$ cat src/rtl/core_regs_regs.svh
// Register offsets, field positions, keys and reset values of the core register bank.
`ifndef CORE_REGS_REGS_SVH
`define CORE_REGS_REGS_SVH
`define GUARD_OFF        6'h04
`define SP_LOW_OFF       6'h0d
`define SP_HIGH_OFF      6'h0e
`define STATUS_OFF       6'h0f
`define GUARD_RESET      8'h00
`define STATUS_RESET     8'h00
`define SELF_PROGRAM_KEY 8'h9d
`define IO_UNLOCK_KEY    8'hd8
`define GUARD_IO_BIT     0
`define GUARD_SP_BIT     1
`define WINDOW_INSTRS    3'h4
`define ST_IE_BIT        7
`define ST_T_BIT         6
`define ST_H_BIT         5
`define ST_S_BIT         4
`define ST_V_BIT         3
`define ST_N_BIT         2
`define ST_Z_BIT         1
`define ST_C_BIT         0
`endif

$ cat src/rtl/core_regs_pkg.sv
// Types shared by the core register bank.
package core_regs_pkg;
  typedef enum logic [1:0] {WIN_NONE, WIN_IO, WIN_SELFPROG} window_e;
endpackage

$ cat src/rtl/core_regs.sv
// Change guard, stack pointer and status flag registers of the CPU core.
// What this block does
// - Self-program key opens a window for the self-program instruction within four instructions.
// - Self-program window closes at once on flash, controller or EEPROM access, or sleep.
// - No interrupt is serviced while a guard window is open; requests stay pending.
// - When the window ends, pending interrupts are dispatched again.
// - I/O unlock key lets protected registers change during the next four instructions.
// - Guard bit 0 reads one while an I/O unlock window is open.
// - Guard bit 1 reads one while a self-program window is open.
// - Guard bits seven to two always read zero.
// - Reset loads the stack pointer with the top SRAM address.
// - Only needed stack pointer bits exist; others read zero.
// - Stack pointer low byte at base offset, high byte at base plus one.
// - Low byte write blocks interrupts four instructions or until next I/O write.
// - Status bit 7 is the global interrupt enable gating all interrupts.
// - Taking an interrupt leaves the global enable unchanged.
// - Changing the global enable by an I/O access costs one wait state.
// - Status bit 6 is the bit-copy store for bit store and bit load.
// - Sign bit always equals negative xor overflow.
// - Half carry, overflow, negative, zero and carry take the latest ALU result where its flag mask bit is set.
// - I/O unlock window closes on I/O or data write, memory access, or sleep.
`timescale 1ns/10ps
`default_nettype none
`include "core_regs_regs.svh"
module core_regs #(
  parameter int           SP_BITS  = 16,
  parameter logic [15:0]  SRAM_TOP = 16'hffff
) (
  input  wire logic        CLK,
  input  wire logic        NRST,
  input  wire logic        CE,
  input  wire logic [5:0]  IO_ADDR,
  input  wire logic        IO_WR,
  input  wire logic        IO_RD,
  input  wire logic [7:0]  IO_WDATA,
  output logic      [7:0]  IO_RDATA,
  output logic             IO_WAIT,
  input  wire logic        DATA_WR,
  input  wire logic        NVM_ACCESS,
  input  wire logic        SLEEP_EXEC,
  input  wire logic        INSTR_RETIRE,
  input  wire logic        INT_TAKEN,
  input  wire logic        SEI_EXEC,
  input  wire logic        CLI_EXEC,
  input  wire logic        BIT_STORE_INSTR,
  input  wire logic        BIT_STORE_VAL,
  input  wire logic        ALU_UPDATE,
  input  wire logic [4:0]  ALU_FLAGS,
  input  wire logic [4:0]  ALU_FLAG_MASK,
  input  wire logic        SP_LOAD,
  input  wire logic [15:0] SP_NEXT,
  input  wire logic        INT_PENDING,
  output logic             INT_ALLOW,
  output logic             IO_UNLOCKED,
  output logic             SELF_PROG_OK,
  output logic             BIT_LOAD_VAL,
  output logic [15:0]      STACK_POINTER,
  output logic [7:0]       STATUS_FLAGS
);
  logic [7:0]  status_flags_r;
  logic [15:0] sp_r;
  logic [7:0]  sp_temp_r;
  logic [7:0]  sp_rd_temp_r;
  logic [7:0]  status_nxt;
  logic [15:0] sp_mask;
  logic        io_win;
  logic        sp_win;
  logic        sp_block;
  logic        wait_r;
  logic        wr_guard;
  logic        key_io;
  logic        key_sp;
  logic        wr_spl;
  logic        wr_sph;
  logic        wr_status;
  logic        io_write_other;
  logic        ie_change;
  core_regs_pkg::window_e win_kind;

  if (SP_BITS < 1 || SP_BITS > 16) begin : g_bad_sp_bits
    $error("SP_BITS out of range.");
  end

  assign sp_mask        = 16'((17'h1 << SP_BITS) - 17'h1);
  assign wr_guard       = IO_WR && IO_ADDR == `GUARD_OFF;
  assign key_io         = wr_guard && IO_WDATA == `IO_UNLOCK_KEY;
  assign key_sp         = wr_guard && IO_WDATA == `SELF_PROGRAM_KEY;
  assign wr_spl         = IO_WR && IO_ADDR == `SP_LOW_OFF;
  assign wr_sph         = IO_WR && IO_ADDR == `SP_HIGH_OFF;
  assign wr_status      = IO_WR && IO_ADDR == `STATUS_OFF;
  assign io_write_other = IO_WR && !key_io;
  assign ie_change      = wr_status && IO_WDATA[`ST_IE_BIT] != status_flags_r[`ST_IE_BIT];
  assign win_kind       = io_win ? core_regs_pkg::WIN_IO
                        : (sp_win ? core_regs_pkg::WIN_SELFPROG : core_regs_pkg::WIN_NONE);

  instr_window #(.LENGTH(`WINDOW_INSTRS)) u_io_win (
    .CLK    (CLK),
    .NRST   (NRST),
    .CE     (CE),
    .start  (key_io),
    .retire (INSTR_RETIRE),
    .abort  (io_write_other || DATA_WR || NVM_ACCESS || SLEEP_EXEC),
    .open_o (io_win)
  );

  instr_window #(.LENGTH(`WINDOW_INSTRS)) u_sp_win (
    .CLK    (CLK),
    .NRST   (NRST),
    .CE     (CE),
    .start  (key_sp),
    .retire (INSTR_RETIRE),
    .abort  (NVM_ACCESS || SLEEP_EXEC),
    .open_o (sp_win)
  );

  instr_window #(.LENGTH(`WINDOW_INSTRS)) u_sp_block (
    .CLK    (CLK),
    .NRST   (NRST),
    .CE     (CE),
    .start  (wr_spl),
    .retire (INSTR_RETIRE),
    .abort  (IO_WR),
    .open_o (sp_block)
  );

  // Status register next value from software, instructions and the ALU.
  always_comb begin
    status_nxt = status_flags_r;
    if (wr_status) begin
      status_nxt = IO_WDATA;
    end else begin
      if (SEI_EXEC) status_nxt[`ST_IE_BIT] = 1'b1;
      if (CLI_EXEC) status_nxt[`ST_IE_BIT] = 1'b0;
      if (BIT_STORE_INSTR) status_nxt[`ST_T_BIT] = BIT_STORE_VAL;
      if (ALU_UPDATE) begin
        if (ALU_FLAG_MASK[4]) status_nxt[`ST_H_BIT] = ALU_FLAGS[4];
        if (ALU_FLAG_MASK[3]) status_nxt[`ST_V_BIT] = ALU_FLAGS[3];
        if (ALU_FLAG_MASK[2]) status_nxt[`ST_N_BIT] = ALU_FLAGS[2];
        if (ALU_FLAG_MASK[1]) status_nxt[`ST_Z_BIT] = ALU_FLAGS[1];
        if (ALU_FLAG_MASK[0]) status_nxt[`ST_C_BIT] = ALU_FLAGS[0];
      end
    end
    status_nxt[`ST_S_BIT] = status_nxt[`ST_N_BIT] ^ status_nxt[`ST_V_BIT];
  end

  // Interrupt entry does not touch the status register.
  always_ff @(posedge CLK) begin
    if (!NRST) begin
      status_flags_r <= `STATUS_RESET;
    end else if (CE) begin
      status_flags_r <= status_nxt;
    end
  end

  // Stack pointer with a temporary low byte committed on the high byte write.
  always_ff @(posedge CLK) begin
    if (!NRST) begin
      sp_r      <= SRAM_TOP & sp_mask;
      sp_temp_r <= 8'h00;
    end else if (CE) begin
      if (wr_spl) begin
        sp_temp_r <= IO_WDATA;
      end
      if (wr_sph) begin
        sp_r <= {IO_WDATA, sp_temp_r} & sp_mask;
      end else if (SP_LOAD) begin
        sp_r <= SP_NEXT & sp_mask;
      end
    end
  end

  // Reading the low byte latches the high byte for the following read.
  always_ff @(posedge CLK) begin
    if (!NRST) begin
      sp_rd_temp_r <= 8'h00;
    end else if (CE && IO_RD && IO_ADDR == `SP_LOW_OFF) begin
      sp_rd_temp_r <= sp_r[15:8];
    end
  end

  // Read data, one wait state when a status write changes the global enable.
  always_ff @(posedge CLK) begin
    if (!NRST) begin
      IO_RDATA <= 8'h00;
      wait_r   <= 1'b0;
      IO_WAIT  <= 1'b0;
    end else if (CE) begin
      wait_r  <= ie_change && !wait_r;
      IO_WAIT <= ie_change && !wait_r;
      case (IO_ADDR)
        `GUARD_OFF:   IO_RDATA <= {6'h00, sp_win, io_win};
        `SP_LOW_OFF:  IO_RDATA <= sp_r[7:0];
        `SP_HIGH_OFF: IO_RDATA <= sp_rd_temp_r;
        `STATUS_OFF:  IO_RDATA <= status_flags_r;
        default:      IO_RDATA <= 8'h00;
      endcase
    end
  end

  // Registered outputs toward the CPU.
  always_ff @(posedge CLK) begin
    if (!NRST) begin
      INT_ALLOW     <= 1'b0;
      IO_UNLOCKED   <= 1'b0;
      SELF_PROG_OK  <= 1'b0;
      BIT_LOAD_VAL  <= 1'b0;
      STACK_POINTER <= 16'h0000;
      STATUS_FLAGS  <= `STATUS_RESET;
    end else if (CE) begin
      INT_ALLOW     <= INT_PENDING && status_nxt[`ST_IE_BIT] && win_kind == core_regs_pkg::WIN_NONE
                       && !key_io && !key_sp && !sp_block && !wr_spl;
      IO_UNLOCKED   <= io_win;
      SELF_PROG_OK  <= sp_win;
      BIT_LOAD_VAL  <= status_nxt[`ST_T_BIT];
      STACK_POINTER <= sp_r;
      STATUS_FLAGS  <= status_nxt;
    end
  end

  chk_guard_read_bits: assert property (@(posedge CLK) disable iff (!NRST)
    (CE && IO_ADDR == `GUARD_OFF) |=> IO_RDATA[7:2] == 6'h00)
    else $error("Guard upper bits not zero.");

  chk_guard_io_bit: assert property (@(posedge CLK) disable iff (!NRST)
    (CE && IO_ADDR == `GUARD_OFF) |=> IO_RDATA[0] == $past(io_win))
    else $error("Guard bit 0 does not follow the unlock window.");

  chk_no_int_window: assert property (@(posedge CLK) disable iff (!NRST)
    (CE && (io_win || sp_win)) |=> !INT_ALLOW)
    else $error("Interrupt allowed inside a guard window.");

  chk_sign_xor: assert property (@(posedge CLK) disable iff (!NRST)
    status_flags_r[`ST_S_BIT] == (status_flags_r[`ST_N_BIT] ^ status_flags_r[`ST_V_BIT]))
    else $error("Sign bit differs from negative xor overflow.");

  chk_ie_kept: assert property (@(posedge CLK) disable iff (!NRST)
    (CE && INT_TAKEN && !wr_status && !SEI_EXEC && !CLI_EXEC)
      |=> status_flags_r[`ST_IE_BIT] == $past(status_flags_r[`ST_IE_BIT]))
    else $error("Global enable changed by interrupt entry.");

  chk_sp_commit: assert property (@(posedge CLK) disable iff (!NRST)
    (CE && wr_sph) |=> sp_r == ({$past(IO_WDATA), $past(sp_temp_r)} & sp_mask))
    else $error("Stack pointer low byte not committed with high byte.");

  chk_io_abort: assert property (@(posedge CLK) disable iff (!NRST)
    (CE && io_win && !key_io && (DATA_WR || SLEEP_EXEC || NVM_ACCESS)) |=> !io_win)
    else $error("Unlock window not closed by abort event.");

  chk_sp_abort: assert property (@(posedge CLK) disable iff (!NRST)
    (CE && sp_win && !key_sp && (NVM_ACCESS || SLEEP_EXEC)) |=> !sp_win)
    else $error("Self-program window not closed by abort event.");

  chk_wait_state: assert property (@(posedge CLK) disable iff (!NRST)
    (CE && ie_change && !wait_r) |=> IO_WAIT)
    else $error("No wait state on global enable change.");

  chk_guard_sp_bit: assert property (@(posedge CLK) disable iff (!NRST)
    (CE && IO_ADDR == `GUARD_OFF) |=> IO_RDATA[1] == $past(sp_win))
    else $error("Guard bit 1 does not follow the self-program window.");

  chk_sp_read_low: assert property (@(posedge CLK) disable iff (!NRST)
    (CE && IO_ADDR == `SP_LOW_OFF) |=> IO_RDATA == $past(sp_r[7:0]))
    else $error("Stack pointer low byte read wrong.");

  chk_sp_read_high: assert property (@(posedge CLK) disable iff (!NRST)
    (CE && IO_ADDR == `SP_HIGH_OFF) |=> IO_RDATA == $past(sp_rd_temp_r))
    else $error("Stack pointer high byte read wrong.");

  chk_sp_unused_zero: assert property (@(posedge CLK) disable iff (!NRST)
    (sp_r & ~sp_mask) == 16'h0000)
    else $error("Unimplemented stack pointer bits set.");

  chk_sp_out_zero: assert property (@(posedge CLK) disable iff (!NRST)
    (STACK_POINTER & ~sp_mask) == 16'h0000)
    else $error("Unimplemented stack pointer output bits set.");

  chk_sp_hold_low: assert property (@(posedge CLK) disable iff (!NRST)
    (CE && wr_spl && !SP_LOAD) |=> sp_r == $past(sp_r))
    else $error("Stack pointer changed on a low byte write.");

  chk_sp_temp_load: assert property (@(posedge CLK) disable iff (!NRST)
    (CE && wr_spl) |=> sp_temp_r == $past(IO_WDATA))
    else $error("Low byte not held in the temporary register.");

  chk_io_key_open: assert property (@(posedge CLK) disable iff (!NRST)
    (CE && key_io) |=> io_win)
    else $error("Unlock key did not open the window.");

  chk_sp_key_open: assert property (@(posedge CLK) disable iff (!NRST)
    (CE && key_sp) |=> sp_win)
    else $error("Self-program key did not open the window.");

  chk_unlock_out: assert property (@(posedge CLK) disable iff (!NRST)
    CE |=> IO_UNLOCKED == $past(io_win))
    else $error("Unlock output does not follow the window.");

  chk_selfprog_out: assert property (@(posedge CLK) disable iff (!NRST)
    CE |=> SELF_PROG_OK == $past(sp_win))
    else $error("Self-program output does not follow the window.");

  chk_ie_gate: assert property (@(posedge CLK) disable iff (!NRST)
    (CE && !status_nxt[`ST_IE_BIT]) |=> !INT_ALLOW)
    else $error("Interrupt allowed with the global enable clear.");

  chk_int_resume: assert property (@(posedge CLK) disable iff (!NRST)
    (CE && INT_PENDING && status_nxt[`ST_IE_BIT] && !io_win && !sp_win && !sp_block && !IO_WR) |=> INT_ALLOW)
    else $error("Pending interrupt not allowed after the window.");

  chk_sp_block_int: assert property (@(posedge CLK) disable iff (!NRST)
    (CE && sp_block) |=> !INT_ALLOW)
    else $error("Interrupt allowed after a low byte write.");

  chk_sp_block_abort: assert property (@(posedge CLK) disable iff (!NRST)
    (CE && sp_block && IO_WR && !wr_spl) |=> !sp_block)
    else $error("Interrupt block not ended by an I/O write.");

  chk_io_write_abort: assert property (@(posedge CLK) disable iff (!NRST)
    (CE && io_win && IO_WR && !key_io) |=> !io_win)
    else $error("Unlock window not closed by an I/O write.");

  chk_status_write: assert property (@(posedge CLK) disable iff (!NRST)
    (CE && wr_status) |=> status_flags_r[`ST_IE_BIT] == $past(IO_WDATA[`ST_IE_BIT]))
    else $error("Global enable not taken from a status write.");

  chk_sei_set: assert property (@(posedge CLK) disable iff (!NRST)
    (CE && SEI_EXEC && !CLI_EXEC && !wr_status) |=> status_flags_r[`ST_IE_BIT])
    else $error("Set instruction did not raise the global enable.");

  chk_cli_clear: assert property (@(posedge CLK) disable iff (!NRST)
    (CE && CLI_EXEC && !wr_status) |=> !status_flags_r[`ST_IE_BIT])
    else $error("Clear instruction did not drop the global enable.");

  chk_bit_store: assert property (@(posedge CLK) disable iff (!NRST)
    (CE && BIT_STORE_INSTR && !wr_status) |=> status_flags_r[`ST_T_BIT] == $past(BIT_STORE_VAL))
    else $error("Bit store did not reach the copy bit.");

  chk_bit_load: assert property (@(posedge CLK) disable iff (!NRST)
    CE |=> BIT_LOAD_VAL == status_flags_r[`ST_T_BIT])
    else $error("Bit load output differs from the copy bit.");

  chk_carry_update: assert property (@(posedge CLK) disable iff (!NRST)
    (CE && ALU_UPDATE && ALU_FLAG_MASK[0] && !wr_status) |=> status_flags_r[`ST_C_BIT] == $past(ALU_FLAGS[0]))
    else $error("Carry flag not taken from the ALU.");
endmodule
`default_nettype wire

$ cat src/rtl/instr_window.sv
// Counts executed instructions for a four-instruction guard window.
`timescale 1ns/10ps
`default_nettype none
`include "core_regs_regs.svh"
module instr_window #(
  parameter int LENGTH = 4
) (
  input  wire logic CLK,
  input  wire logic NRST,
  input  wire logic CE,
  input  wire logic start,
  input  wire logic retire,
  input  wire logic abort,
  output logic      open_o
);
  logic [3:0] count_r;

  if (LENGTH < 1 || LENGTH > 15) begin : g_bad_length
    $error("LENGTH out of range.");
  end

  // The window opens after the start cycle and closes after LENGTH retired instructions.
  always_ff @(posedge CLK) begin
    if (!NRST) begin
      open_o  <= 1'b0;
      count_r <= 4'h0;
    end else if (CE) begin
      if (start) begin
        open_o  <= 1'b1;
        count_r <= 4'h0;
      end else if (open_o && abort) begin
        open_o <= 1'b0;
      end else if (open_o && retire) begin
        count_r <= count_r + 4'h1;
        if (count_r + 4'h1 >= 4'(LENGTH)) open_o <= 1'b0;
      end
    end
  end

  chk_close_after_count: assert property (@(posedge CLK) disable iff (!NRST)
    (CE && open_o && !start && !abort && retire && count_r == 4'(LENGTH - 1)) |=> !open_o)
    else $error("Window did not close after its last instruction.");
endmodule
`default_nettype wire

$ cat config.mk
export PLATFORM = sky130hd
export DESIGN_NAME = core_regs
export DESIGN_NICKNAME = d
export VERILOG_FILES = /design/src/rtl/core_regs_pkg.sv /design/src/rtl/core_regs.sv /design/src/rtl/instr_window.sv
export VERILOG_INCLUDE_DIRS = /design/src /design/src/rtl
export SDC_FILE = /design/constraint.sdc
export NUM_CORES = 1
export LEC_CHECK = 0
export ABC_AREA = 1
export CORE_MARGIN = 2
export CORE_UTILIZATION = 28
export CTS_CLUSTER_DIAMETER = 30
export DETAILED_ROUTE_END_ITERATION = 10
export DONT_BUFFER_PORTS = 1
export GPL_ROUTABILITY_DRIVEN = 0
export GPL_TIMING_DRIVEN = 0
export MAX_ROUTING_LAYER = met4
export PLACE_DENSITY = 0.51
export SETUP_SLACK_MARGIN = 0.3
export SLEW_MARGIN = 20
export SYNTH_ARGS = -nofsm -noshare
export SYNTH_HDL_FRONTEND = slang
export SYNTH_SLANG_ARGS = --single-unit
$ cat constraint.sdc
create_clock -name CLK -period 1.65 [get_ports CLK]
set_clock_uncertainty 0.15 [all_clocks]
set_input_delay 0.2475 -clock CLK [delete_from_list [all_inputs] [get_ports CLK]]
set_output_delay 0.2475 -clock CLK [all_outputs]
set_load 0.01 [all_outputs]
=== Word-level counts from Yosys, hierarchy flattened ===
Index checks and enable logic that the tools add are counted.

* Bitwise operators: 1
* Eq/ne operators: 10
* Reduce and logical (&&, ||, !) cells: 58
* Order comparisons: 3
* Add/subtract/negate cells: 3
* Muxes and demuxes: 38

{| class="wikitable"
|+ Operator list
! operator !! count
|-
| 4-bit 2-to-1 mux || 11
|-
| 16-bit 2-to-1 mux || 2
|-
| 8-bit one-hot mux with 4 select lines || 1
|-
| 3-bit AND reduction || 9
|-
| 1-bit logical AND || 23
|-
| 1-bit 2-to-1 mux || 21
|-
| 6-bit by 4-bit equality test with 1-bit output, second input constant || 3
|-
| 3-bit nonzero test || 6
|-
| 8-bit equality test, second input constant || 2
|-
| 2-bit nonzero test || 8
|-
| 4-bit by 1-bit adder with 4-bit output, second input constant || 3
|-
| 4-bit by 3-bit greater-or-equal comparator with 1-bit output, second input constant || 3
|-
| 6-bit by 3-bit equality test with 1-bit output, second input constant || 1
|-
| 2-bit inequality test, second input constant || 3
|-
| 1-bit logical NOT || 5
|-
| 1-bit logical OR || 4
|-
| 2-bit 2-to-1 mux || 2
|-
| 2-bit AND reduction || 2
|-
| 3-bit 2-to-1 mux || 1
|-
| 2-bit logical NOT || 1
|-
| 1-bit inequality test || 1
|-
| 1-bit bitwise XOR || 1
|}

* Logic and storage cells: 133
* Input bits: 57
* Register bits: 84

=== Logic depth before layout (Yosys ltp) ===
* Word-level depth: 11
* Depth in mapped cells: 11

=== By module ===
From an unflattened synthesis, not the netlist that was laid out.

* Cell total of the unflattened synthesis: 613
* Area, all modules: 4095.2 sq um

{| class="wikitable"
|+ By module, submodules not included
! module !! sequential area each (sq um) !! cells each !! area an instance (sq um) !! times used
|-
| core_regs || 1361.3 || 469 || 3163.0 || 1
|-
| instr_window at u_io_win ... || 100.1 || 48 || 309.0 || 2
|-
| instr_window at u_sp_win || 100.1 || 48 || 314.1 || 1
|}

=== Least setup slack after synthesis ===
No wires, ideal clock.

* Path kind: in2reg
* Start point: input IO_ADDR[5]
* End point: register sp_r[3]
* Path slack: -0.044 ns
* Arrival: 1.410 ns
* Setup time: 0.134 ns
* Required time: 1.366 ns
* Path buffers: 1
* Stages: 9
* Cells stage by stage: nor2_4 -> nand2_2 -> nor3_4 -> nand2_4 -> a21oi_4 -> inv_4 -> buf_6 -> nand2_1 -> nand3_1

* Word-level cells in the longest chain between the ends: 4

{| class="wikitable"
|+ Ends and longest elaborated chain
! element !! RTL line !! text
|-
| start: declaration || core_regs.sv:32 || <nowiki>input wire logic [5:0] IO_ADDR,</nowiki>
|-
| 6-bit by 4-bit equality test with 1-bit output * || n/a ||
|-
| 1-bit logical AND (no line) * || n/a ||
|-
| 2-bit nonzero test (no line) || n/a ||
|-
| 2-bit AND reduction (no line) || n/a ||
|-
| end signal: assignment || core_regs.sv:158 || <nowiki>sp_r <= SRAM_TOP & sp_mask;</nowiki>
|-
| end signal: assignment || core_regs.sv:165 || <nowiki>sp_r <= {IO_WDATA, sp_temp_r} & sp_mask;</nowiki>
|-
| end signal: assignment || core_regs.sv:167 || <nowiki>sp_r <= SP_NEXT & sp_mask;</nowiki>
|-
| end: declaration || core_regs.sv:61 || <nowiki>logic [15:0] sp_r;</nowiki>
|}

Every way passes the cells marked *; elsewhere a longest branch is shown, timed or not.
A chain may end at the register's enable or synchronous reset.

=== Worst setup path in the final report ===
* Start point: register u_sp_block.count_r[0]
* End point: register u_sp_block.open_o

* Word-level cells in the longest chain between the ends: 4

{| class="wikitable"
|+ Ends and longest elaborated chain
! element !! RTL line !! text
|-
| start: declaration || instr_window.sv:16 || <nowiki>logic [3:0] count_r;</nowiki>
|-
| start signal: assignment || instr_window.sv:34 || <nowiki>count_r <= count_r + 4'h1;</nowiki>
|-
| 4-bit by 1-bit adder with 4-bit output || instr_window.sv:35 || <nowiki>if (count_r + 4'h1 >= 4'(LENGTH)) open_o <= 1'b0;</nowiki>
|-
| 4-bit by 3-bit greater-or-equal comparator with 1-bit output || instr_window.sv:35 ||
|-
| 3-bit nonzero test (no line) || n/a ||
|-
| 3-bit AND reduction (no line) || n/a ||
|-
| end signal: assignment || instr_window.sv:29 || <nowiki>open_o <= 1'b1;</nowiki>
|-
| end signal: assignment || instr_window.sv:32 || <nowiki>open_o <= 1'b0;</nowiki>
|-
| end signal: assignment || instr_window.sv:35 ||
|-
| end: declaration || instr_window.sv:14 || <nowiki>output logic open_o</nowiki>
|}

Every way passes these cells.

==> metrics.txt <==
# TYPE chip_impl_metric gauge
chip_impl_info{name="rsz0062_at_grt",value="yes"} 1
chip_impl_metric{name="num-fill-cells",unit=""} 1387
chip_impl_metric{name="synthArstFlopShare",unit=""} 0
chip_impl_metric{name="synth_cell_type_count",unit=""} 35
chip_impl_metric{name="via_per_inst",unit=""} 4.90
chip_impl_metric{name="edff_count_synth",unit=""} 0
chip_impl_metric{name="initial_core_util",unit=""} 0.288
chip_impl_info{name="synth.largest_area_cell",value="sky130_fd_sc_hd__dfxtp_1"} 1
chip_impl_metric{name="num_rows",unit=""} 42
chip_impl_metric{name="syn_warnings",unit=""} 0
chip_impl_info{name="setup.worst_path.class",value="flip-flop to flip-flop"} 1
chip_impl_metric{name="synth-seq-cells",unit=""} 83
chip_impl_metric{name="mean_cell_area_of_the_mapped_netlist",unit="um^2"} 6.93
chip_impl_info{name="synth_most_common_cell",value="sky130_fd_sc_hd__nand2_1"} 1
chip_impl_metric{name="grt_start_max_net_pins",unit=""} 15
chip_impl_metric{name="final-instance-count-excl-fill",unit=""} 777
chip_impl_metric{name="h_tree_depth_reported_by_cts",unit=""} 3
chip_impl_metric{name="avgRoutedWirePerCell",unit="um"} 16.7
chip_impl_metric{name="critical-path-max-stage-delay",unit="ps"} 340
chip_impl_metric{name="yosysTopAreaCellShare",unit=""} 0.434
chip_impl_info{name="crit_path_top_delay_cell",value="sky130_fd_sc_hd__dfxtp_2"} 1
chip_impl_metric{name="cts_max_path_buffers",unit=""} 2
chip_impl_info{name="regToRegStartpoint",value="u_sp_block.count_r[0]"} 1
chip_impl_metric{name="min_delay_path_depth",unit=""} 5
chip_impl_info{name="holdPathEnd",value="u_sp_win.open_o"} 1
chip_impl_metric{name="fmax",unit="MHz"} 750
chip_impl_metric{name="max_slew.worst_pin.slew",unit="ps"} 658
chip_impl_info{name="worst_hold_path_type",value="primary input to flip-flop"} 1
chip_impl_metric{name="cts.sinks",unit=""} 83
chip_impl_info{name="synthFlopType",value="sky130_fd_sc_hd__dfxtp_1"} 1
chip_impl_metric{name="die_w",unit="um"} 121
chip_impl_metric{name="ys_seq_area_frac",unit=""} 0.434
chip_impl_metric{name="drv_cap",unit=""} 0
chip_impl_metric{name="power.density",unit="mW/mm^2"} 935
chip_impl_info{name="crit_chain",value="ha_4, xnor2_2, nand2_1, nand2_1, nand2_1, nand2_1, nand2_1, a21oi_2"} 1
chip_impl_metric{name="cellInternalPower",unit="uW"} 3440
chip_impl_metric{name="cells_on_worst_reg2reg_path",unit=""} 8
chip_impl_info{name="post_synth_most_frequent_cells",value="sky130_fd_sc_hd__nand2_1 (146), sky130_fd_sc_hd__dfxtp_1 (83), sky130_fd_sc_hd__o21ai_0 (62)"} 1
chip_impl_metric{name="power_leakage",unit="uW"} 0.00202
chip_impl_metric{name="comb_power_share",unit=""} 0.083
chip_impl_metric{name="boundaryPins",unit=""} 94
chip_impl_metric{name="setup_viol",unit=""} 0
chip_impl_info{name="worstHoldStart",value="INSTR_RETIRE"} 1
chip_impl_info{name="critical_path.endpoint_type",value="flip-flop"} 1
chip_impl_metric{name="clk_latency",unit="ps"} 350
chip_impl_metric{name="dpl.hpwl",unit="um"} 9610
chip_impl_metric{name="grt_usage",unit=""} 0.185
chip_impl_metric{name="finalSetupTns",unit="ps"} 0
chip_impl_info{name="status",value="complete, no violations"} 1
chip_impl_metric{name="final_nets",unit=""} 654
chip_impl_metric{name="placedCellCount",unit=""} 729
chip_impl_info{name="worst_setup_path_start_kind",value="flip-flop"} 1
chip_impl_metric{name="clk_transition_reported_paths",unit="ps"} 60
chip_impl_metric{name="timing.final.crit_period",unit="ps"} 1330
chip_impl_metric{name="cp_num_buf_inv",unit=""} 0
chip_impl_metric{name="hold_violations",unit=""} 0
chip_impl_metric{name="layout-drive-gt1-share",unit=""} 0.187
chip_impl_metric{name="area_growth",unit="%"} 29.4
chip_impl_info{name="cts_tree",value="done"} 1
chip_impl_metric{name="rrSetupSlack",unit="ps"} 320
chip_impl_metric{name="vdd.ir_drop.worst",unit="V"} 0.000447
chip_impl_metric{name="p_seq_frac",unit=""} 0.470
chip_impl_metric{name="std_cell_core_area",unit="mm^2"} 0.0133
chip_impl_metric{name="drc",unit=""} 0
chip_impl_info{name="timing.critical_path.mode_cell",value="sky130_fd_sc_hd__nand2_1"} 1
chip_impl_metric{name="number_of_clock_buffers_inserted_by_tritoncts",unit=""} 9
chip_impl_metric{name="min_period_over_period",unit=""} 0.808
chip_impl_metric{name="power.share.clock",unit=""} 0.447
chip_impl_metric{name="slew_violations",unit=""} 0
chip_impl_info{name="critical_path.reg2reg.endpoint",value="u_sp_block.open_o"} 1
chip_impl_metric{name="gr-total-overflow",unit=""} 0
chip_impl_metric{name="finalWirelength",unit="um"} 13000
chip_impl_metric{name="detailedRoute.firstPassIterationCount",unit=""} 4
chip_impl_metric{name="required",unit="ps"} 1770
chip_impl_metric{name="final_antenna_net_count",unit=""} 0
chip_impl_metric{name="initial_antenna_violation_count",unit=""} 2
chip_impl_info{name="synth_area_leaders",value="sky130_fd_sc_hd__dfxtp_1 (43%), sky130_fd_sc_hd__nand2_1 (14%), sky130_fd_sc_hd__o21ai_0 (8.1%)"} 1
chip_impl_metric{name="sw_frac_of_total",unit=""} 0.257
chip_impl_metric{name="detail_route.iter0.violations",unit=""} 241
chip_impl_metric{name="buffer_ports.inserted",unit=""} 0
chip_impl_metric{name="wire_length_of_the_first_global_routing_pass",unit="um"} 19800
chip_impl_info{name="worst_path_dominant_cell_family",value="flip-flops"} 1
chip_impl_metric{name="die_y",unit="um"} 121
chip_impl_metric{name="synth_fp_nets",unit=""} 613
chip_impl_metric{name="critical_path_arrival",unit="ps"} 1450
chip_impl_metric{name="first_global_vias",unit=""} 3680
chip_impl_metric{name="power.net_switching",unit="uW"} 1190
chip_impl_metric{name="netlist_area",unit="mm^2"} 0.00383
chip_impl_metric{name="postSynthCellCount",unit=""} 553
chip_impl_metric{name="worst-path-max-fanout",unit=""} 4
chip_impl_info{name="ctsRootBufferMaster",value="sky130_fd_sc_hd__clkbuf_16"} 1
chip_impl_metric{name="slew-limit-headroom",unit=""} 0.561
chip_impl_metric{name="route.vias.total",unit=""} 3804
chip_impl_metric{name="final_core_util",unit=""} 0.373
chip_impl_metric{name="fp.dieArea",unit="mm^2"} 0.0146
-- cells in the final DEF, fill, tap and decap left out, types with 3 or more instances in the layout --
master                          count
sky130_fd_sc_hd__a21oi_1           45
sky130_fd_sc_hd__a21oi_2            3
sky130_fd_sc_hd__a31oi_1            3
sky130_fd_sc_hd__buf_4             13
sky130_fd_sc_hd__buf_6              6
sky130_fd_sc_hd__clkbuf_1          13
sky130_fd_sc_hd__clkbuf_16          9
sky130_fd_sc_hd__clkbuf_2           4
sky130_fd_sc_hd__clkbuf_8           3
sky130_fd_sc_hd__dfxtp_1           71
sky130_fd_sc_hd__dfxtp_2           12
sky130_fd_sc_hd__dlygate4sd3_1     14
sky130_fd_sc_hd__inv_1             44
sky130_fd_sc_hd__inv_2              3
sky130_fd_sc_hd__nand2_1          130
sky130_fd_sc_hd__nand2_2            6
sky130_fd_sc_hd__nand2_4           11
sky130_fd_sc_hd__nand3_1           35
sky130_fd_sc_hd__nand3_2           13
sky130_fd_sc_hd__nand4_1            5
sky130_fd_sc_hd__nor2_1            45
sky130_fd_sc_hd__o211ai_1           5
sky130_fd_sc_hd__o21ai_0           57
sky130_fd_sc_hd__o21ai_1            5
-- per-layer routing --
layer | global-route usage | up-vias | wire length (um)
li1 | - | 1893 | -
met1 | 0.215 | 1800 | 5500
met2 | 0.298 | 97 | 6400
met3 | 0.0653 | 14 | 911
met4 | 0.0625 | 0 | 192
met5 | - | - | 0
-- worst min-delay path, stage by stage --
cell and delay, ps:
sky130_fd_sc_hd__nand2_1 30, sky130_fd_sc_hd__nand2_1 50, sky130_fd_sc_hd__nand2_1 40, sky130_fd_sc_hd__nand2_1 50, sky130_fd_sc_hd__a21oi_1 50
-- how the worst max path moves through the flow --
stage | start | endpoint | slack, ps | depth (start not counted)
after floorplan | IO_ADDR[5] | sp_r[3] | -40 | 9
after global placement | IO_ADDR[5] | sp_r[5] | -420 | 9
after detailed placement | IO_ADDR[5] | sp_r[8] | -420 | 9
after CTS | IO_ADDR[4] | sp_r[14] | 250 | 9
after global routing | u_sp_block.count_r[0] | u_sp_block.open_o | 190 | 8
final | u_sp_block.count_r[0] | u_sp_block.open_o | 320 | 8
-- stage by stage --
step | hold slack (ps) | setup WS (ps) | cell area [um^2] | total power [uW]
2_1_floorplan | 260 | -39.2 | 3930 | 2410
3_3_place_gp | 270 | -417 | 4150 | 2520
3_5_place_dp | 274 | -425 | 4150 | 2520
4_1_cts | 2.57 | 254 | 4740 | 4640
5_1_grt | 29.1 | 188 | 4960 | 4810
6_report | 17.3 | 316 | 4960 | 4640
-- power by group through the flow --
stage	combinational, uW	clock [uW]	sequential, uW
6_report	387	2070	2180
5_1_grt	431	2190	2190
4_1_cts	359	2100	2170
3_5_place_dp	305	0	2220
3_3_place_gp	302	0	2210
2_1_floorplan	229	0	2180
-- kinds of logic (layout without fill, tap and decap cells) --
group	count (synthesis)	count (layout)	share of synthesized area
other	0	2	0
AND/OR/NAND/NOR	261	261	0.291
AO/OA/AOI/OAI	124	124	0.172
adder cells (fa/ha/maj)	3	3	0.00980
flip-flops	83	83	0.434
XOR/XNOR	5	5	0.0114
buffers and inverters	77	123	0.0813
-- flip-flops by register name, indices dropped and copies added (netlist names) --
signal and flops:
INT_ALLOW 1, IO_RDATA 8, IO_UNLOCKED 1, SELF_PROG_OK 1
STACK_POINTER 16, STATUS_FLAGS 8, sp_r 16, sp_rd_temp_r 8
sp_temp_r 8, u_io_win.count_r 4, u_io_win.open_o 1, u_sp_block.count_r 4
u_sp_block.open_o 1, u_sp_win.count_r 4, u_sp_win.open_o 1, wait_r 1
-- timing repair --
item / in CTS / in global routing
gates cloned: 1 / 0
gates resized for setup: 24 / 54
pin swaps: 7 / 10
setup buffers: 11 / 4
setup endpoints to repair: 34 / 47
hold buffers: 14 / 0
hold endpoints to repair: 15 / 0
-- cell type report --
type | instances | area [um^2] | area share
diodes | 2 | 5.00 | 0.00101
plain buffers | 26 | 154 | 0.0310
clock buffers | 10 | 239 | 0.0482
clock inverters | 6 | 63.8 | 0.0129
inverters | 51 | 204 | 0.0411
multi-input cells | 393 | 2120 | 0.428
flip-flops and latches | 83 | 1680 | 0.338
well taps | 176 | 220 | 0.0444
repair buffers | 30 | 275 | 0.0555
Power figures use the tool's default switching activity.
